==> config.mk <==
export PLATFORM = sky130hd
export DESIGN_NAME = rgbpwm_top
export DESIGN_NICKNAME = d
export VERILOG_FILES = /design/src/design/rgbpwm_pkg.sv /design/src/design/rgbpwm_chan.sv /design/src/design/rgbpwm_top.sv
export SDC_FILE = /design/constraint.sdc
export NUM_CORES = 1
export LEC_CHECK = 0
export BUFFER_PORTS_ARGS = -buffer_cell sky130_fd_sc_hd__clkbuf_2
export CAP_MARGIN = 10
export CELL_PAD_IN_SITES_DETAIL_PLACEMENT = 0
export CELL_PAD_IN_SITES_GLOBAL_PLACEMENT = 1
export CORE_MARGIN = 1
export CORE_UTILIZATION = 40
export DETAILED_ROUTE_END_ITERATION = 16
export PLACE_DENSITY_LB_ADDON = 0.1
export SLEW_MARGIN = 40
export SYNTH_ARGS = -nofsm -noshare
export SYNTH_HDL_FRONTEND = slang
export SYNTH_HIERARCHICAL = 1
export SYNTH_SLANG_ARGS = --single-unit
export TNS_END_PERCENT = 1
==> constraint.sdc <==
create_clock -name i_ref_clk -period 3.95 [get_ports i_ref_clk]
set_clock_uncertainty 0.1 [all_clocks]
set_input_delay 0.1975 -clock i_ref_clk [delete_from_list [all_inputs] [get_ports i_ref_clk]]
set_output_delay 0.1975 -clock i_ref_clk [all_outputs]
set_load 0.005 [all_outputs]
==> src/design/rgbpwm_pkg.sv <==
// Shared constants and types for the three-channel timer PWM block
package rgbpwm_pkg;

  // Channel count and bus widths
  localparam int unsigned NUM_CH = 3;
  localparam int unsigned ADDR_W = 8;

  // Register byte addresses
  localparam logic [7:0] ADDR_CNT_CTL = 8'h00;
  localparam logic [7:0] ADDR_RELOAD = 8'h04;
  localparam logic [7:0] ADDR_CUR_CNT = 8'h08;
  localparam logic [7:0] ADDR_CH_CTL_BASE = 8'h0C;
  localparam logic [7:0] ADDR_CH_CMP_BASE = 8'h10;
  localparam logic [7:0] ADDR_CH_STRIDE = 8'h08;
  localparam logic [7:0] ADDR_OUT_STAT = 8'h24;

  // Field positions in counter_control
  localparam int unsigned CTL_EN_BIT = 4;
  localparam int unsigned CTL_MODE_BIT = 3;
  localparam int unsigned CTL_UP_BIT = 2;
  localparam int unsigned CTL_PRE_LSB = 0;
  // Field positions in each channel control register
  localparam int unsigned CH_REST_BIT = 1;
  localparam int unsigned CH_MATCH_BIT = 0;
  // Field position of the enable copy in the output status register
  localparam int unsigned STAT_EN_BIT = 3;

  // Values after reset
  localparam logic [15:0] CNT_CTL_RST = 16'h0008;
  localparam logic [15:0] RELOAD_RST = 16'h0000;
  localparam logic [15:0] CH_CTL_RST = 16'h0000;
  localparam logic [15:0] CH_CMP_RST = 16'h0000;

  // Counter end points
  localparam logic [15:0] COUNT_MIN = 16'h0000;
  localparam logic [15:0] COUNT_MAX = 16'hFFFF;

  // Prescaler terminal counts for /1, /16, /64, /256
  localparam logic [7:0] PRE_TERM0 = 8'h00;
  localparam logic [7:0] PRE_TERM1 = 8'h0F;
  localparam logic [7:0] PRE_TERM2 = 8'h3F;
  localparam logic [7:0] PRE_TERM3 = 8'hFF;

  // Bus responses
  localparam logic [1:0] RESP_OKAY = 2'h0;
  localparam logic [1:0] RESP_SLVERR = 2'h2;

  // Bus request signals from the master
  typedef struct packed {
    logic awvalid;
    logic [ADDR_W-1:0] awaddr;
    logic wvalid;
    logic [31:0] wdata;
    logic [3:0] wstrb;
    logic bready;
    logic arvalid;
    logic [ADDR_W-1:0] araddr;
    logic rready;
  } rgbpwm_axi_req_t;

  // Bus answer signals to the master
  typedef struct packed {
    logic awready;
    logic wready;
    logic bvalid;
    logic [1:0] bresp;
    logic arready;
    logic rvalid;
    logic [31:0] rdata;
    logic [1:0] rresp;
  } rgbpwm_axi_rsp_t;

  // Per-channel settings handed to a channel
  typedef struct packed {
    logic rest_level;
    logic match_mode;
    logic [15:0] compare;
  } rgbpwm_chan_cfg_t;

  // Per-channel state
  typedef struct packed {
    logic active;
    logic pwm;
  } rgbpwm_chan_st_t;

  // Whole state of the top module
  typedef struct packed {
    logic [15:0] cnt_ctl;
    logic [15:0] reload;
    logic [NUM_CH-1:0][15:0] ch_ctl;
    logic [NUM_CH-1:0][15:0] ch_cmp;
    logic [15:0] count;
    logic [7:0] presc;
    logic aw_held;
    logic [ADDR_W-1:0] awaddr;
    logic w_held;
    logic [31:0] wdata;
    logic [3:0] wstrb;
    logic bvalid;
    logic [1:0] bresp;
    logic rvalid;
    logic [31:0] rdata;
    logic [1:0] rresp;
  } rgbpwm_top_st_t;

  // Address of channel n control register
  function automatic logic [7:0] ch_ctl_addr(input int unsigned n);
    ch_ctl_addr = ADDR_CH_CTL_BASE + 8'(n) * ADDR_CH_STRIDE;
  endfunction

  // Address of channel n compare register
  function automatic logic [7:0] ch_cmp_addr(input int unsigned n);
    ch_cmp_addr = ADDR_CH_CMP_BASE + 8'(n) * ADDR_CH_STRIDE;
  endfunction

endpackage

==> src/design/rgbpwm_chan.sv <==
// One PWM output channel driven by shared counter events
`timescale 1ns/1ps
module rgbpwm_chan (
  input wire logic i_ref_clk,
  input wire logic i_rst_b,
  input wire rgbpwm_pkg::rgbpwm_chan_cfg_t i_cfg,
  input wire logic i_run,
  input wire logic [15:0] i_count,
  input wire logic i_tick,
  input wire logic i_timeout,
  output logic o_pwm
);
  import rgbpwm_pkg::*;

  rgbpwm_chan_st_t st_q;
  rgbpwm_chan_st_t st_d;
  logic hit;

  // Compare hit only on a count step that is not a timeout
  // compare gated by mode
  assign hit = i_cfg.match_mode && i_tick && !i_timeout &&
               (i_count == i_cfg.compare);

  // Next state of the channel
  always_comb begin
    st_d = st_q;
    if (!i_run) begin
      st_d.active = 1'b0;
    end else if (!i_cfg.match_mode) begin
      if (i_timeout) begin
        st_d.active = !st_q.active;
      end
    end else if (i_timeout) begin
      st_d.active = 1'b0;
    end else if (hit) begin
      st_d.active = 1'b1;
    end
    st_d.pwm = i_cfg.rest_level ^ st_d.active;
  end

  // State register
  always_ff @(posedge i_ref_clk or negedge i_rst_b) begin
    if (!i_rst_b) begin
      st_q <= '0;
    end else begin
      st_q <= st_d;
    end
  end

  assign o_pwm = st_q.pwm;

endmodule // rgbpwm_chan

==> src/design/rgbpwm_top.sv <==
// Three-channel timer PWM block with counter and AXI4-Lite registers
//
// Chosen here: the placing of the registers and register access over AXI4-Lite.
`timescale 1ns/1ps
// Functional notes
// - Control bit 1 of a channel gives the level its output rests at.
// - Control bit 0 of a channel picks toggle (0) or match (1) operation.
// - The compare value only matters while the channel is in match mode.
// - In match mode the output goes active when the count equals compare.
// - In match mode an active output returns to rest on a timeout.
// - A compare never reached, or hit with a timeout, leaves output rest.
// - Timeout is zero reached counting down or full scale counting up.
// - In periodic mode the counter reloads from the reload value.
module rgbpwm_top (
  input wire logic i_ref_clk,
  input wire logic i_rst_b,
  input wire rgbpwm_pkg::rgbpwm_axi_req_t i_axi_req,
  output rgbpwm_pkg::rgbpwm_axi_rsp_t o_axi_rsp,
  output logic [rgbpwm_pkg::NUM_CH-1:0] o_pwm
);
  import rgbpwm_pkg::*;

  rgbpwm_top_st_t st_q;
  rgbpwm_top_st_t st_d;
  rgbpwm_chan_cfg_t [NUM_CH-1:0] ch_cfg;
  logic run;
  logic periodic;
  logic count_up;
  logic tick;
  logic timeout;
  logic [7:0] pre_term;
  logic [15:0] start_val;

  // Byte-lane merge into a 16-bit register
  function automatic logic [15:0] merge16(input logic [15:0] old,
                                          input logic [31:0] data,
                                          input logic [3:0] strb);
    merge16 = old;
    if (strb[0]) begin
      merge16[7:0] = data[7:0];
    end
    if (strb[1]) begin
      merge16[15:8] = data[15:8];
    end
  endfunction

  // Whether a word address holds a register
  function automatic logic addr_ok(input logic [7:0] a);
    addr_ok = ({a[7:2], 2'h0} <= ADDR_OUT_STAT);
  endfunction

  // Read value of the word at an address
  function automatic logic [31:0] read_word(input rgbpwm_top_st_t s,
                                            input logic [NUM_CH-1:0] pwm,
                                            input logic [7:0] a);
    logic [7:0] w;
    w = {a[7:2], 2'h0};
    read_word = 32'h0000_0000;
    if (w == ADDR_CNT_CTL) begin
      read_word[15:0] = s.cnt_ctl;
    end else if (w == ADDR_RELOAD) begin
      read_word[15:0] = s.reload;
    end else if (w == ADDR_CUR_CNT) begin
      read_word[15:0] = s.count;
    end else if (w == ADDR_OUT_STAT) begin
      read_word[NUM_CH-1:0] = pwm;
      read_word[STAT_EN_BIT] = s.cnt_ctl[CTL_EN_BIT];
    end
    for (int unsigned n = 0; n < NUM_CH; n++) begin
      if (w == ch_ctl_addr(n)) begin
        read_word[15:0] = s.ch_ctl[n];
      end
      if (w == ch_cmp_addr(n)) begin
        read_word[15:0] = s.ch_cmp[n];
      end
    end
  endfunction

  // Counter control fields
  assign run = st_q.cnt_ctl[CTL_EN_BIT];
  assign periodic = st_q.cnt_ctl[CTL_MODE_BIT];
  assign count_up = st_q.cnt_ctl[CTL_UP_BIT];

  // Prescaler terminal count from the divider select
  always_comb begin
    unique case (st_q.cnt_ctl[CTL_PRE_LSB +: 2])
      2'h0: pre_term = PRE_TERM0;
      2'h1: pre_term = PRE_TERM1;
      2'h2: pre_term = PRE_TERM2;
      2'h3: pre_term = PRE_TERM3;
    endcase
  end

  // Count step enable and timeout event
  assign tick = run && (st_q.presc == pre_term);
  assign timeout = tick && (st_q.count == (count_up ? COUNT_MAX : COUNT_MIN));

  // Value the counter starts from and returns to
  // periodic reload value
  assign start_val = periodic ? st_q.reload :
                     (count_up ? COUNT_MIN : COUNT_MAX);

  // Next state: counter, register writes and bus channels
  always_comb begin
    st_d = st_q;
    // Counter and prescaler
    if (!run) begin
      st_d.presc = 8'h00;
      st_d.count = start_val;
    end else if (tick) begin
      st_d.presc = 8'h00;
      if (timeout) begin
        st_d.count = start_val;
      end else if (count_up) begin
        st_d.count = st_q.count + 16'h0001;
      end else begin
        st_d.count = st_q.count - 16'h0001;
      end
    end else begin
      st_d.presc = st_q.presc + 8'h01;
    end
    // Write address and write data, taken in either order
    if (i_axi_req.awvalid && !st_q.aw_held) begin
      st_d.aw_held = 1'b1;
      st_d.awaddr = i_axi_req.awaddr;
    end
    if (i_axi_req.wvalid && !st_q.w_held) begin
      st_d.w_held = 1'b1;
      st_d.wdata = i_axi_req.wdata;
      st_d.wstrb = i_axi_req.wstrb;
    end
    // Perform the write once both halves are held
    if (st_q.aw_held && st_q.w_held && !st_q.bvalid) begin
      st_d.aw_held = 1'b0;
      st_d.w_held = 1'b0;
      st_d.bvalid = 1'b1;
      st_d.bresp = addr_ok(st_q.awaddr) ? RESP_OKAY : RESP_SLVERR;
      if ({st_q.awaddr[7:2], 2'h0} == ADDR_CNT_CTL) begin
        st_d.cnt_ctl = merge16(st_q.cnt_ctl, st_q.wdata, st_q.wstrb) &
                       16'h001F;
      end
      if ({st_q.awaddr[7:2], 2'h0} == ADDR_RELOAD) begin
        st_d.reload = merge16(st_q.reload, st_q.wdata, st_q.wstrb);
      end
      for (int unsigned n = 0; n < NUM_CH; n++) begin
        if ({st_q.awaddr[7:2], 2'h0} == ch_ctl_addr(n)) begin
          st_d.ch_ctl[n] = merge16(st_q.ch_ctl[n], st_q.wdata,
                                   st_q.wstrb) & 16'h0003;
        end
        if ({st_q.awaddr[7:2], 2'h0} == ch_cmp_addr(n)) begin
          st_d.ch_cmp[n] = merge16(st_q.ch_cmp[n], st_q.wdata, st_q.wstrb);
        end
      end
    end else if (st_q.bvalid && i_axi_req.bready) begin
      st_d.bvalid = 1'b0;
    end
    // Read channel
    if (i_axi_req.arvalid && !st_q.rvalid) begin
      st_d.rvalid = 1'b1;
      st_d.rdata = read_word(st_q, o_pwm, i_axi_req.araddr);
      st_d.rresp = addr_ok(i_axi_req.araddr) ? RESP_OKAY : RESP_SLVERR;
    end else if (st_q.rvalid && i_axi_req.rready) begin
      st_d.rvalid = 1'b0;
    end
  end

  // State register
  always_ff @(posedge i_ref_clk or negedge i_rst_b) begin
    if (!i_rst_b) begin
      st_q <= '0;
      st_q.cnt_ctl <= CNT_CTL_RST;
      st_q.reload <= RELOAD_RST;
      st_q.ch_ctl <= {NUM_CH{CH_CTL_RST}};
      st_q.ch_cmp <= {NUM_CH{CH_CMP_RST}};
      st_q.count <= COUNT_MAX;
    end else begin
      st_q <= st_d;
    end
  end

  // Bus answer signals
  always_comb begin
    o_axi_rsp.awready = !st_q.aw_held;
    o_axi_rsp.wready = !st_q.w_held;
    o_axi_rsp.bvalid = st_q.bvalid;
    o_axi_rsp.bresp = st_q.bresp;
    o_axi_rsp.arready = !st_q.rvalid;
    o_axi_rsp.rvalid = st_q.rvalid;
    o_axi_rsp.rdata = st_q.rdata;
    o_axi_rsp.rresp = st_q.rresp;
  end

  // Channels sharing the counter events
  for (genvar g = 0; g < NUM_CH; g++) begin : g_ch
    assign ch_cfg[g].rest_level = st_q.ch_ctl[g][CH_REST_BIT];
    assign ch_cfg[g].match_mode = st_q.ch_ctl[g][CH_MATCH_BIT];
    assign ch_cfg[g].compare = st_q.ch_cmp[g];

    rgbpwm_chan u_chan (
      .i_ref_clk (i_ref_clk),
      .i_rst_b (i_rst_b),
      .i_cfg (ch_cfg[g]),
      .i_run (run),
      .i_count (st_q.count),
      .i_tick (tick),
      .i_timeout (timeout),
      .o_pwm (o_pwm[g])
    );
  end

endmodule // rgbpwm_top

==> impl_metrics.xml, run 1 <==
<?xml version="1.0" encoding="UTF-8"?>
<metrics>
  <group name="setup_path">
    <metric name="cp_cell_sequence" unit="">inv_1, ha_1, and4_1, o2111a_1, nand4_1, nor2_1, buf_4, o21ai_0, nand2_1, nor3_1, a221o_1, a211o_1</metric>
    <metric name="crit_required" unit="ns">4.16</metric>
    <metric name="critPathArrivalTime" unit="ns">3.55</metric>
    <metric name="worstSetupEndpointType" unit="">flop</metric>
    <metric name="critPathMaxFanout" unit="">15</metric>
    <metric name="worst_path_largest_cell_delay" unit="ns">0.48</metric>
    <metric name="timing.critical_path.from_type" unit="">flop</metric>
    <metric name="critical_path.slowest_cell" unit="">dfrtp_1</metric>
    <metric name="timing.setup.critical_path_class" unit="">reg -&gt; reg</metric>
    <metric name="timing.critical_path.buf_inv" unit="">2</metric>
    <metric name="cell_family_with_the_largest_share_of_critical_path_delay" unit="">compound AO/OA/AOI/OAI gates</metric>
  </group>
  <group name="grt">
    <metric name="first_global_vias" unit="">6268</metric>
    <metric name="grt-ovfl-total" unit="">0</metric>
    <metric name="maximum_number_of_pins_on_one_net_before_global_route_repair" unit="">94</metric>
    <metric name="grt.total_usage" unit="">0.217</metric>
    <metric name="grt_first_pass_wirelength" unit="mm">35.2</metric>
    <metric name="antenna_violations_before_repair" unit="">0</metric>
  </group>
  <group name="logic_synthesis">
    <metric name="synth_sequential_area_ratio" unit="">0.460</metric>
    <metric name="main_synth_ff_type" unit="">dfrtp_1</metric>
    <metric name="synth_edf_count" unit="">0</metric>
    <metric name="seq_cells_post_synth" unit="">151</metric>
    <metric name="synth.cell_area" unit="sq um">8260</metric>
    <metric name="syn_area_per_cell" unit="sq um">10.7</metric>
    <metric name="synth_cells" unit="">770</metric>
    <metric name="async_flop_share" unit="">1.00</metric>
    <metric name="yosys_warnings" unit="">6</metric>
    <metric name="synth.distinct_cells" unit="">65</metric>
  </group>
  <group name="routing">
    <metric name="avgRoutedWirePerCell" unit="um">19.8</metric>
    <metric name="drtPass1Iterations" unit="">6</metric>
    <metric name="drtIter0Drc" unit="">332</metric>
    <metric name="via_count" unit="">6180</metric>
    <metric name="highest-signal-layer" unit="">met4</metric>
    <metric name="ant_nets" unit="">0</metric>
    <metric name="wl_met2" unit="mm">10.8</metric>
    <metric name="post_drt_via_cell_ratio" unit="">5.50</metric>
    <metric name="wl_met1" unit="mm">10.3</metric>
    <metric name="met3_wirelength" unit="um">879</metric>
    <metric name="drc" unit="">0</metric>
    <metric name="route.final.wire_length" unit="mm">22.3</metric>
  </group>
  <group name="clocking">
    <metric name="ctsRootBufferMaster" unit="">clkbuf_16</metric>
    <metric name="cts.reportedPaths.clkPinSlew" unit="ns">0.06</metric>
    <metric name="post-cts-setup-buffer-count" unit="">0</metric>
    <metric name="cts_max_path_buffers" unit="">2</metric>
    <metric name="h-tree-depth" unit="">4</metric>
    <metric name="worstSkewPairLatency" unit="ns">0.43</metric>
    <metric name="tritoncts" unit="">built</metric>
    <metric name="cts_resized" unit="">0</metric>
    <metric name="cts_sinks" unit="">151</metric>
    <metric name="number_of_hold_repair_buffers_added_at_the_cts_stage" unit="">29</metric>
    <metric name="numCtsBuffers" unit="">17</metric>
  </group>
  <group name="final_layout">
    <metric name="post_route_cells_drive_above_1_share" unit="">0.276</metric>
    <metric name="num-fill-cells" unit="">1914</metric>
    <metric name="antennaDiodeCount" unit="">0</metric>
    <metric name="area_of_the_multi_input_gates" unit="sq um">4090</metric>
    <metric name="fin_nets" unit="">916</metric>
    <metric name="flow.area_growth_from_synthesis" unit="%">16.6</metric>
    <metric name="register_area" unit="sq um">3800</metric>
  </group>
  <group name="die">
    <metric name="placementRows" unit="">52</metric>
    <metric name="initial_core_util" unit="">0.408</metric>
    <metric name="ios" unit="">103</metric>
    <metric name="die_width" unit="um">146</metric>
    <metric name="chipHeight" unit="um">146</metric>
    <metric name="core_region_area" unit="sq um">20200</metric>
    <metric name="fp.dieArea" unit="sq um">21200</metric>
  </group>
  <group name="place">
    <metric name="pre_cts_slack" unit="ns">0.677</metric>
    <metric name="detailed_place_hpwl" unit="mm">16.3</metric>
    <metric name="gp_congestion" unit="">0.905</metric>
    <metric name="portBuffers" unit="">62</metric>
  </group>
  <group name="power_and_ir_drop">
    <metric name="switchingPower" unit="W">0.00260</metric>
    <metric name="power_frac_clock" unit="">0.258</metric>
    <metric name="netSwitchingFraction" unit="">0.367</metric>
    <metric name="cellLeakagePower" unit="nW">4.40</metric>
    <metric name="irDropWorstVdd" unit="mV">0.284</metric>
    <metric name="powerDensity" unit="nW/um^2">736</metric>
    <metric name="cell_internal_pwr" unit="W">0.00448</metric>
    <metric name="comb_power_share" unit="">0.344</metric>
    <metric name="power_frac_seq" unit="">0.398</metric>
  </group>
  <group name="sta">
    <metric name="worst-slew-pin-transition" unit="ns">0.798</metric>
    <metric name="report.final.hold_viol_count" unit="">0</metric>
    <metric name="fin_ws" unit="ns">0.612</metric>
    <metric name="rsz0062_at_grt" unit="">no</metric>
    <metric name="finalSetupViolations" unit="">0</metric>
    <metric name="fmax" unit="MHz">300</metric>
    <metric name="slew-limit-headroom" unit="">0.466</metric>
    <metric name="maxSlewViolCount" unit="">0</metric>
    <metric name="timing.final.crit_period" unit="ns">3.34</metric>
    <metric name="post-route-period-util" unit="">0.845</metric>
    <metric name="totalNegativeSetupSlack" unit="ns">0</metric>
    <metric name="hold-worst-slack" unit="ns">0.161</metric>
  </group>
  <group name="run_status">
    <metric name="run_status" unit="">finished, final reports clean</metric>
  </group>
  <group name="flow_run">
    <metric name="max_cap_viol_count" unit="">0</metric>
  </group>
  <group name="hold_path">
    <metric name="hold_path.class" unit="">in -&gt; reg</metric>
  </group>
</metrics>
==> worst register-to-register path, stage by stage, from the launching register on <==
cell,delay (ns)
dfrtp_1,0.48
inv_1,0.33
ha_1,0.48
and4_1,0.27
o2111a_1,0.20
nand4_1,0.15
nor2_1,0.19
buf_4,0.18
o21ai_0,0.10
nand2_1,0.14
nor3_1,0.06
a221o_1,0.26
a211o_1,0.27
==> state kept, by name (all words and copies together), names as in the netlist <==
name and cells:
g_ch.u_chan/st_q 3, run 1, count_up 1, ch_cfg 54
g_ch.u_chan/o_pwm 3, periodic 1, o_axi_rsp 20, st_q 68
==> synth_stat cells (all sizes together), types with 3 or more instances <==
master	n	share of area
o21a	7	0.0064
a221o	5	0.0062
nand4	5	0.0038
a222oi	14	0.017
and2	4	0.0030
xnor2	23	0.024
inv	11	0.0050
nor3	19	0.012
a211oi	6	0.0055
xor2	43	0.046
clkbuf	21	0.0095
nand3	20	0.012
nor2	37	0.017
or4	4	0.0050
nor4	10	0.0076
nor2b	9	0.0068
a221oi	3	0.0047
o21ai	36	0.022
a22oi	3	0.0027
a211o	3	0.0032
nor3b	3	0.0027
a31oi	6	0.0045
dfrtp	134	0.41
a21oi	44	0.027
buf	45	0.039
mux2	100	0.14
mux2i	7	0.0085
and3	7	0.0053
o22ai	4	0.0030
dfstp	17	0.054
ha	15	0.023
a21o	14	0.013
nand2	64	0.029
or3	4	0.0030
==> logic make-up after synthesis <==
family          count (synthesis)  share of synthesized area
buf+inv                        77                     0.0535
xor+xnor                       66                     0.0700
compound gates                155                      0.127
mux                           107                      0.145
flops                         151                      0.460
other cells                     1                   0.000454
fa+ha+maj                      16                     0.0252
simple gates                  197                      0.119
==> per-layer routing <==
| layer | up-vias | GRT usage |
|---|---|---|
| li1 | 2891 | - |
| met1 | 3128 | 0.288 |
| met2 | 143 | 0.359 |
| met3 | 18 | 0.0401 |
| met4 | 0 | 0.0711 |
| met5 | - | 0 |
==> layout by cell type (no fill, tap or decap), types with 14 or more instances in the layout <==
cell type,n
nor3_1,18
nor2_1,37
mux2_2,100
xnor2_1,23
clkbuf_2,61
dfrtp_1,134
conb_1,18
nand3_1,20
a222oi_1,14
nand2_1,63
dlygate4sd3_1,29
clkbuf_16,17
a21oi_1,44
ha_1,15
xor2_1,43
o21ai_0,35
dfstp_2,17
==> power by group through the flow <==
stage	sequential (W)	combinational [W]	clock, W
floorplan	0.00255	0.00199	0
CTS	0.00282	0.00244	0.00186
global placement	0.00281	0.00234	0
finish	0.00282	0.00244	0.00182
detailed placement	0.00285	0.00241	0
global route	0.00291	0.00270	0.00193
==> worst paths after layout <==
kind	startpoint	end	slack, ns	cells past startpoint
max	count_up	g_ch[0].u_chan/o_pwm	0.61	12
min	i_axi_req[6]	o_axi_rsp[1]	0.16	4
max reg2reg	count_up	g_ch[0].u_chan/o_pwm	0.61	12
min reg2reg	o_axi_rsp[5]	o_axi_rsp[5]	0.37	1
max in group asynchronous	i_rst_b	st_q[100]	2.66	3
min in group asynchronous	i_rst_b	st_q[89]	0.26	2
==> area by class of cell <==
cell class,count,share of cell area
multi-input cells,559,0.425
clock buffers,19,0.0460
flip-flops and latches,151,0.395
inverters,11,0.00429
well taps,270,0.0351
clock inverters,13,0.0226
repair buffers,101,0.0725
==> stage by stage <==
stage / std cells / utilization / cell area [sq um] / power (W)
after floorplan: 787 / - / 8320 / 0.00454
after global placement: 1063 / 0.428 / 8660 / 0.00515
after detailed placement: 1063 / 0.429 / 8680 / 0.00525
after CTS: 1124 / 0.476 / 9630 / 0.00713
after global routing: 1124 / 0.476 / 9630 / 0.00754
final: 1124 / 0.476 / 9630 / 0.00708
Power figures use the tool's default switching activity.
==> run 2, diff against run 1 <==
==> constraint.sdc (replaced) <==
create_clock -name i_ref_clk -period 2.8 [get_ports i_ref_clk]
set_clock_uncertainty 0.1 [all_clocks]
set_input_delay 0.14 -clock i_ref_clk [delete_from_list [all_inputs] [get_ports i_ref_clk]]
set_output_delay 0.14 -clock i_ref_clk [all_outputs]
set_load 0.005 [all_outputs]
==> run 2 against run 1 <==
  * The flow now finishes with violations (negative setup slack)
  * Final area rose by 7.2%
  * Register-to-register slack got worse by 0.73 ns
  * Sequential power rose by 39%
  * First-iteration DRC count up 3.9%
  * Clock-buffer cell count is 1 lower
  * Combinational power rose by 79%
  * Setup slack got worse by 0.73 ns
  * Flip-flop and latch count is the same
  * Sequential share of layout area shrank 2.6 points
  * Hold slack got worse by 0.042 ns
  * Power up 52%
  * Largest power group is now combinational logic
==> impl_metrics.xml, run 2 (synthesis gave the netlist of run 1 again) <==
<?xml version="1.0" encoding="UTF-8"?>
<metrics>
  <group name="sta">
    <metric name="rsz0062_at_grt" unit="">yes</metric>
    <metric name="post-route-period-util" unit="">1.04</metric>
    <metric name="fmax" unit="MHz">342</metric>
    <metric name="maxSlewViolCount" unit="">0</metric>
    <metric name="report.final.hold_viol_count" unit="">0</metric>
    <metric name="totalNegativeSetupSlack" unit="ns">-0.342</metric>
    <metric name="timing.final.crit_period" unit="ns">2.92</metric>
    <metric name="fin_ws" unit="ns">-0.121</metric>
    <metric name="slew-limit-headroom" unit="">0.542</metric>
    <metric name="worst-slew-pin-transition" unit="ns">0.681</metric>
    <metric name="finalSetupViolations" unit="">7</metric>
  </group>
  <group name="final_layout">
    <metric name="post_route_cells_drive_above_1_share" unit="">0.364</metric>
    <metric name="antennaDiodeCount" unit="">0</metric>
    <metric name="registers.top_by_ff_count" unit="">st_q</metric>
    <metric name="flow.area_growth_from_synthesis" unit="%">25.0</metric>
    <metric name="layout.cells.most_common" unit="">dfrtp_1</metric>
    <metric name="fin_nets" unit="">986</metric>
    <metric name="final_cell_mix" unit="">133 x dfrtp_1, 100 x mux2_2, 76 x buf_4</metric>
    <metric name="num-fill-cells" unit="">1833</metric>
    <metric name="largest_register_ff_count" unit="">68</metric>
  </group>
  <group name="routing">
    <metric name="avgRoutedWirePerCell" unit="um">19.6</metric>
    <metric name="via_count" unit="">6461</metric>
    <metric name="post_drt_via_cell_ratio" unit="">5.41</metric>
    <metric name="wl_met1" unit="mm">10.4</metric>
    <metric name="met3_wirelength" unit="um">798</metric>
    <metric name="wl_met2" unit="mm">11.7</metric>
    <metric name="highest-signal-layer" unit="">met4</metric>
    <metric name="drtIter0Drc" unit="">345</metric>
    <metric name="drc" unit="">0</metric>
    <metric name="route.final.wire_length" unit="mm">23.4</metric>
    <metric name="drtPass1Iterations" unit="">5</metric>
    <metric name="ant_nets" unit="">0</metric>
  </group>
  <group name="setup_path">
    <metric name="cell_family_with_the_largest_share_of_critical_path_delay" unit="">compound AO/OA/AOI/OAI gates</metric>
    <metric name="critical_path.slowest_cell" unit="">dfrtp_2</metric>
    <metric name="cp_cell_sequence" unit="">clkinvlp_4, buf_12, buf_8, buf_6, ha_4, o2111a_1, nand4_1, nor2_4, o21ai_1, nand2_1, nor3_1, a221o_1, a211o_1</metric>
    <metric name="timing.critical_path.buf_inv" unit="">4</metric>
    <metric name="worst-r2r-cell-count" unit="">13</metric>
    <metric name="crit_required" unit="ns">3.02</metric>
    <metric name="worstSetupEndpointType" unit="">flop</metric>
    <metric name="r2r_start" unit="">count_up</metric>
    <metric name="r2r_slack" unit="ns">-0.12</metric>
    <metric name="critPathArrivalTime" unit="ns">3.14</metric>
    <metric name="critical_register_to_register_path_endpoint" unit="">g_ch[0].u_chan/o_pwm</metric>
    <metric name="timing.critical_path.from_type" unit="">flop</metric>
    <metric name="worst_path_largest_cell_delay" unit="ns">0.39</metric>
    <metric name="critPathMaxFanout" unit="">6</metric>
    <metric name="timing.setup.critical_path_class" unit="">reg -&gt; reg</metric>
  </group>
  <group name="clocking">
    <metric name="ctsRootBufferMaster" unit="">clkbuf_16</metric>
    <metric name="numCtsBuffers" unit="">17</metric>
    <metric name="cts_sinks" unit="">151</metric>
    <metric name="worstSkewPairLatency" unit="ns">0.44</metric>
    <metric name="tritoncts" unit="">built</metric>
    <metric name="cts_max_path_buffers" unit="">2</metric>
    <metric name="cts.reportedPaths.clkPinSlew" unit="ns">0.07</metric>
    <metric name="h-tree-depth" unit="">4</metric>
  </group>
  <group name="die">
    <metric name="chipHeight" unit="um">146</metric>
    <metric name="initial_core_util" unit="">0.408</metric>
    <metric name="placementRows" unit="">52</metric>
    <metric name="die_width" unit="um">146</metric>
    <metric name="core_region_area" unit="sq um">20200</metric>
    <metric name="fp.dieArea" unit="sq um">21200</metric>
    <metric name="ios" unit="">103</metric>
  </group>
  <group name="place">
    <metric name="portBuffers" unit="">62</metric>
    <metric name="pre_cts_slack" unit="ns">-0.103</metric>
    <metric name="gp_congestion" unit="">0.895</metric>
    <metric name="detailed_place_hpwl" unit="mm">17.2</metric>
  </group>
  <group name="hold_path">
    <metric name="timing.hold.worst.start" unit="">i_axi_req[6]</metric>
    <metric name="hold_path_cells" unit="">4</metric>
    <metric name="hold-path-endpoint" unit="">o_axi_rsp[1]</metric>
    <metric name="hold_path.class" unit="">in -&gt; reg</metric>
  </group>
  <group name="grt">
    <metric name="maximum_number_of_pins_on_one_net_before_global_route_repair" unit="">67</metric>
    <metric name="grt-ovfl-total" unit="">0</metric>
    <metric name="grt.total_usage" unit="">0.231</metric>
    <metric name="first_global_vias" unit="">6782</metric>
    <metric name="grt_first_pass_wirelength" unit="mm">37.3</metric>
    <metric name="antenna_violations_before_repair" unit="">0</metric>
  </group>
  <group name="power_and_ir_drop">
    <metric name="powerDensity" unit="nW/um^2">1040</metric>
    <metric name="cellLeakagePower" unit="nW">4.74</metric>
    <metric name="irDropWorstVdd" unit="mV">0.468</metric>
  </group>
  <group name="run_status">
    <metric name="run_status" unit="">finished, violations left</metric>
    <metric name="violations" unit="">negative setup slack</metric>
  </group>
  <group name="flow_run">
    <metric name="max_cap_viol_count" unit="">0</metric>
  </group>
</metrics>
run 2: cell types whose count changed in the layout (fill, tap and decap cells not counted), sizes merged:
cell      delta
clkinvlp     +1
inv          +2
buf         +70
clkbuf       -1
bufinv       -2
run 2: what timing repair did:
| item | in CTS | in global routing |
|---|---|---|
| setup buffers | 9 | 0 |
| hold buffers | 29 | 0 |
| endpoints found under the setup margin | 7 | 17 |
| resized for setup | 25 | 9 |
| pin swaps | 20 | 6 |
| endpoints found under the hold margin | 91 | 0 |
run 2: per-layer routing:
metal | global-route usage | up-vias
met2 | 0.389 | 134
li1 | - | 3035
met3 | 0.0445 | 32
met4 | 0.0784 | 0
met1 | 0.296 | 3260
met5 | 0 | -
run 2: metrics by stage:
step	utilization	area, sq um	power [W]	cells	hold slack (ns)
after floorplan	-	8400	0.00653	787	-0.256
after global placement	0.454	9190	0.00781	1124	0.0617
after detailed placement	0.454	9190	0.00799	1124	0.0687
after CTS	0.508	10300	0.0107	1194	0.106
after global routing	0.510	10300	0.0114	1194	0.159
final	0.510	10300	0.0107	1194	0.119
run 2: power breakdown:
| part | switching [W] | leakage, nW | internal [W] |
|---|---|---|---|
| Clock | 0.00101 | 0.304 | 0.00145 |
| Combinational | 0.00209 | 2.47 | 0.00229 |
| Sequential | 0.000916 | 1.96 | 0.00300 |
run 2: how the worst max path moves through the flow:
| stage | from | to | slack [ns] | cells past startpoint |
|---|---|---|---|---|
| 5_1_grt | count_up | g_ch[1].u_chan/o_pwm | -0.18 | 12 |
| 4_1_cts | count_up | g_ch[0].u_chan/o_pwm | -0.09 | 13 |
| 3_5_place_dp | count_up | g_ch[0].u_chan/o_pwm | -0.10 | 12 |
| 2_1_floorplan | count_up | st_q[107] | -0.12 | 9 |
| 6_report | count_up | g_ch[0].u_chan/o_pwm | -0.12 | 13 |
| 3_3_place_gp | count_up | g_ch[0].u_chan/o_pwm | -0.03 | 11 |
run 2: tightest hold or removal path, stage by stage:
cell and delay (ns):
clkbuf_2 0.12, o21ai_0 0.08, a21oi_1 0.10, a21o_1 0.16
run 2: area by class of cell:
cell class,instances,area (sq um),area share
clock buffers,18,439,0.0425
well taps,270,338,0.0327
inverters,11,45.0,0.00436
multi-input cells,559,4280,0.414
flip-flops and latches,151,3800,0.368
clock inverters,14,188,0.0182
repair buffers,171,1230,0.120
==> run 3, diff against run 2 <==
--- a/config.mk
+++ b/config.mk
@@ -5,7 +5,7 @@
 export SDC_FILE = /design/constraint.sdc
 export NUM_CORES = 1
 export LEC_CHECK = 0
-export BUFFER_PORTS_ARGS = -buffer_cell sky130_fd_sc_hd__clkbuf_2
+export BUFFER_PORTS_ARGS = -buffer_cell sky130_fd_sc_hd__buf_2
 export CAP_MARGIN = 10
 export CELL_PAD_IN_SITES_DETAIL_PLACEMENT = 0
 export CELL_PAD_IN_SITES_GLOBAL_PLACEMENT = 1
==> run 3 against run 2 <==
  * The run still ends with negative setup slack left
  * Via count shrank 0.46%
  * Clock-buffer cell count grew 2
  * Die area is the same
  * Combinational power shrank 4%
  * Critical path type unchanged
  * Sequential share of layout area grew 0.67 points
  * Fmax grew 3.6%
  * Non-clock buffer count shrank 8
  * Final cell count shrank 0.67%
  * Largest cell class unchanged
  * Critical endpoint unchanged
  * Global-route usage shrank 0.37 points
  * Register-to-register slack gained 0.10 ns
  * Wire length shrank 0.62%
  * Clock power shrank 4%
==> impl_metrics.xml, run 3 (synthesis gave the netlist of run 1 again) <==
<?xml version="1.0" encoding="UTF-8"?>
<metrics>
  <group name="run_status">
    <metric name="run_status" unit="">finished, violations left</metric>
    <metric name="violations" unit="">negative setup slack</metric>
  </group>
  <group name="routing">
    <metric name="ant_nets" unit="">0</metric>
    <metric name="drtPass1Iterations" unit="">6</metric>
    <metric name="drtIter0Drc" unit="">419</metric>
    <metric name="drc" unit="">0</metric>
    <metric name="avgRoutedWirePerCell" unit="um">19.6</metric>
    <metric name="via_count" unit="">6431</metric>
    <metric name="route.final.wire_length" unit="mm">23.3</metric>
    <metric name="post_drt_via_cell_ratio" unit="">5.42</metric>
  </group>
  <group name="power_and_ir_drop">
    <metric name="power_frac_seq" unit="">0.374</metric>
    <metric name="power_frac_clock" unit="">0.226</metric>
    <metric name="switchingPower" unit="W">0.00388</metric>
    <metric name="cellLeakagePower" unit="nW">4.68</metric>
    <metric name="design_power_total" unit="W">0.0105</metric>
    <metric name="powerDensity" unit="nW/um^2">1030</metric>
    <metric name="cell_internal_pwr" unit="W">0.00657</metric>
    <metric name="irDropWorstVdd" unit="mV">0.546</metric>
    <metric name="comb_power_share" unit="">0.400</metric>
    <metric name="netSwitchingFraction" unit="">0.371</metric>
  </group>
  <group name="setup_path">
    <metric name="r2r_slack" unit="ns">-0.02</metric>
    <metric name="worstSetupPathDepth" unit="">11</metric>
    <metric name="critical_register_to_register_path_endpoint" unit="">g_ch[0].u_chan/o_pwm</metric>
    <metric name="worstSetupEndpointType" unit="">flop</metric>
    <metric name="timing.setup.critical_path_class" unit="">reg -&gt; reg</metric>
    <metric name="timing.critical_path.buf_inv" unit="">2</metric>
    <metric name="r2r_start" unit="">count_up</metric>
    <metric name="critPathMaxFanout" unit="">11</metric>
    <metric name="timing.critical_path.from_type" unit="">flop</metric>
    <metric name="critPathArrivalTime" unit="ns">3.03</metric>
    <metric name="cp_cell_sequence" unit="">clkinvlp_4, buf_12, ha_4, and4_4, o2111a_1, nand4_1, nor2_4, nor2_1, and2_1, a221o_1, a211o_1</metric>
    <metric name="crit_required" unit="ns">3.01</metric>
    <metric name="cell_family_with_the_largest_share_of_critical_path_delay" unit="">simple AND/OR/NAND/NOR gates</metric>
    <metric name="worst_path_largest_cell_delay" unit="ns">0.38</metric>
    <metric name="critical_path.slowest_cell" unit="">dfrtp_2</metric>
    <metric name="worst-r2r-cell-count" unit="">11</metric>
  </group>
  <group name="flow_run">
    <metric name="max_cap_viol_count" unit="">0</metric>
  </group>
  <group name="clocking">
    <metric name="numCtsBuffers" unit="">17</metric>
    <metric name="cts_sinks" unit="">151</metric>
    <metric name="tritoncts" unit="">built</metric>
    <metric name="worstSkewPairLatency" unit="ns">0.43</metric>
    <metric name="h-tree-depth" unit="">4</metric>
    <metric name="cts_max_path_buffers" unit="">2</metric>
    <metric name="cts.reportedPaths.clkPinSlew" unit="ns">0.07</metric>
    <metric name="ctsRootBufferMaster" unit="">clkbuf_16</metric>
  </group>
  <group name="sta">
    <metric name="slew-limit-headroom" unit="">0.579</metric>
    <metric name="fin_ws" unit="ns">-0.0193</metric>
    <metric name="finalSetupViolations" unit="">3</metric>
    <metric name="report.final.hold_viol_count" unit="">0</metric>
    <metric name="fmax" unit="MHz">355</metric>
    <metric name="worst-slew-pin-transition" unit="ns">0.626</metric>
    <metric name="post-route-period-util" unit="">1.01</metric>
    <metric name="rsz0062_at_grt" unit="">yes</metric>
    <metric name="timing.final.crit_period" unit="ns">2.82</metric>
    <metric name="maxSlewViolCount" unit="">0</metric>
  </group>
  <group name="grt">
    <metric name="grt.total_usage" unit="">0.227</metric>
    <metric name="grt-ovfl-total" unit="">0</metric>
    <metric name="maximum_number_of_pins_on_one_net_before_global_route_repair" unit="">66</metric>
    <metric name="antenna_violations_before_repair" unit="">0</metric>
    <metric name="grt_first_pass_wirelength" unit="mm">36.7</metric>
    <metric name="first_global_vias" unit="">6593</metric>
  </group>
  <group name="place">
    <metric name="gp_congestion" unit="">0.876</metric>
    <metric name="detailed_place_hpwl" unit="mm">17.0</metric>
    <metric name="portBuffers" unit="">62</metric>
    <metric name="placed_area" unit="sq um">9180</metric>
    <metric name="dp_cells" unit="">1122</metric>
  </group>
  <group name="die">
    <metric name="die_width" unit="um">146</metric>
    <metric name="chipHeight" unit="um">146</metric>
    <metric name="fp.dieArea" unit="sq um">21200</metric>
    <metric name="initial_core_util" unit="">0.408</metric>
    <metric name="placementRows" unit="">52</metric>
    <metric name="core_region_area" unit="sq um">20200</metric>
    <metric name="ios" unit="">103</metric>
  </group>
  <group name="final_layout">
    <metric name="registers.top_by_ff_count" unit="">st_q</metric>
    <metric name="num-fill-cells" unit="">1848</metric>
    <metric name="register_area" unit="sq um">3800</metric>
    <metric name="final_cell_count_no_fill" unit="">1186</metric>
    <metric name="antennaDiodeCount" unit="">0</metric>
    <metric name="flow.area_growth_from_synthesis" unit="%">22.8</metric>
    <metric name="fin_nets" unit="">978</metric>
    <metric name="postLayoutCellArea" unit="sq um">10100</metric>
    <metric name="final_cell_mix" unit="">133 x dfrtp_1, 100 x mux2_2, 71 x buf_4</metric>
    <metric name="post_route_cells_drive_above_1_share" unit="">0.345</metric>
    <metric name="largest_register_ff_count" unit="">68</metric>
    <metric name="layout.cells.most_common" unit="">dfrtp_1</metric>
    <metric name="final_util" unit="">0.501</metric>
    <metric name="area_of_the_multi_input_gates" unit="sq um">4190</metric>
  </group>
  <group name="hold_path">
    <metric name="hold_path_cells" unit="">4</metric>
    <metric name="timing.hold.worst.start" unit="">i_axi_req[6]</metric>
    <metric name="hold_path.class" unit="">in -&gt; reg</metric>
    <metric name="hold-path-endpoint" unit="">o_axi_rsp[1]</metric>
  </group>
</metrics>
## run 3: changes by cell type in the layout (fill, tap and decap cells not counted), sizes merged
cell	change
buf	+53
bufinv	-1
clkbuf	-59
clkinvlp	+2
inv	-3
## run 3: per-layer routing
layer,GRT usage,up-vias,part of all wire
li1,-,3018,-
met1,0.293,3229,0.45
met2,0.385,149,0.50
met3,0.0392,35,0.032
met4,0.0753,0,0.020
met5,0,-,0
## run 3: area by class of cell
type,instances,area share
timing repair buffer,163,0.114
clock buffer,20,0.0460
clock inverter,12,0.0138
multi-input combinational,559,0.413
tap,270,0.0333
inverter,11,0.00444
sequential,151,0.375
## run 3: worst max-delay path by stage
stage | slack [ns] | end | start
6_report | -0.02 | g_ch[0].u_chan/o_pwm | count_up
5_1_grt | -0.16 | st_q[107] | count_up
4_1_cts | -0.04 | st_q[107] | count_up
3_5_place_dp | -0.1 | g_ch[1].u_chan/o_pwm | count_up
3_3_place_gp | -0.03 | g_ch[0].u_chan/o_pwm | count_up
2_1_floorplan | -0.12 | st_q[107] | count_up
## run 3: power groups by stage
stage / clock, W / combinational, W / sequential, W
after CTS: 0.00241 / 0.00415 / 0.00390
after global routing: 0.00249 / 0.00460 / 0.00401
after floorplan: 0 / 0.00293 / 0.00360
after detailed placement: 0 / 0.00405 / 0.00393
final: 0.00236 / 0.00418 / 0.00391
after global placement: 0 / 0.00392 / 0.00390
## run 3: timing repair
item	4_1_cts	5_1_grt
hold buffers	29	0
gates resized for setup	3	7
endpoints found under the hold margin	90	0
buffers inserted	2	1
pin swaps	4	10
setup endpoints to repair	7	16
## run 3: stage by stage
stage	hold slack [ns]	TNS, ns	worst slack, ns
finish	0.119	-0.0487	-0.0193
global route	0.133	-0.786	-0.155
floorplan	-0.256	-0.483	-0.124
global placement	0.0585	-0.0705	-0.0294
detailed placement	0.0631	-0.286	-0.0960
CTS	0.104	-0.120	-0.0409
## run 3: worst reg2reg max path, cell delays in order, from the launching register on
cell	delay, ns
dfrtp_2	0.38
clkinvlp_4	0.10
buf_12	0.15
ha_4	0.28
and4_4	0.23
o2111a_1	0.21
nand4_1	0.19
nor2_4	0.24
nor2_1	0.10
and2_1	0.17
a221o_1	0.29
a211o_1	0.27
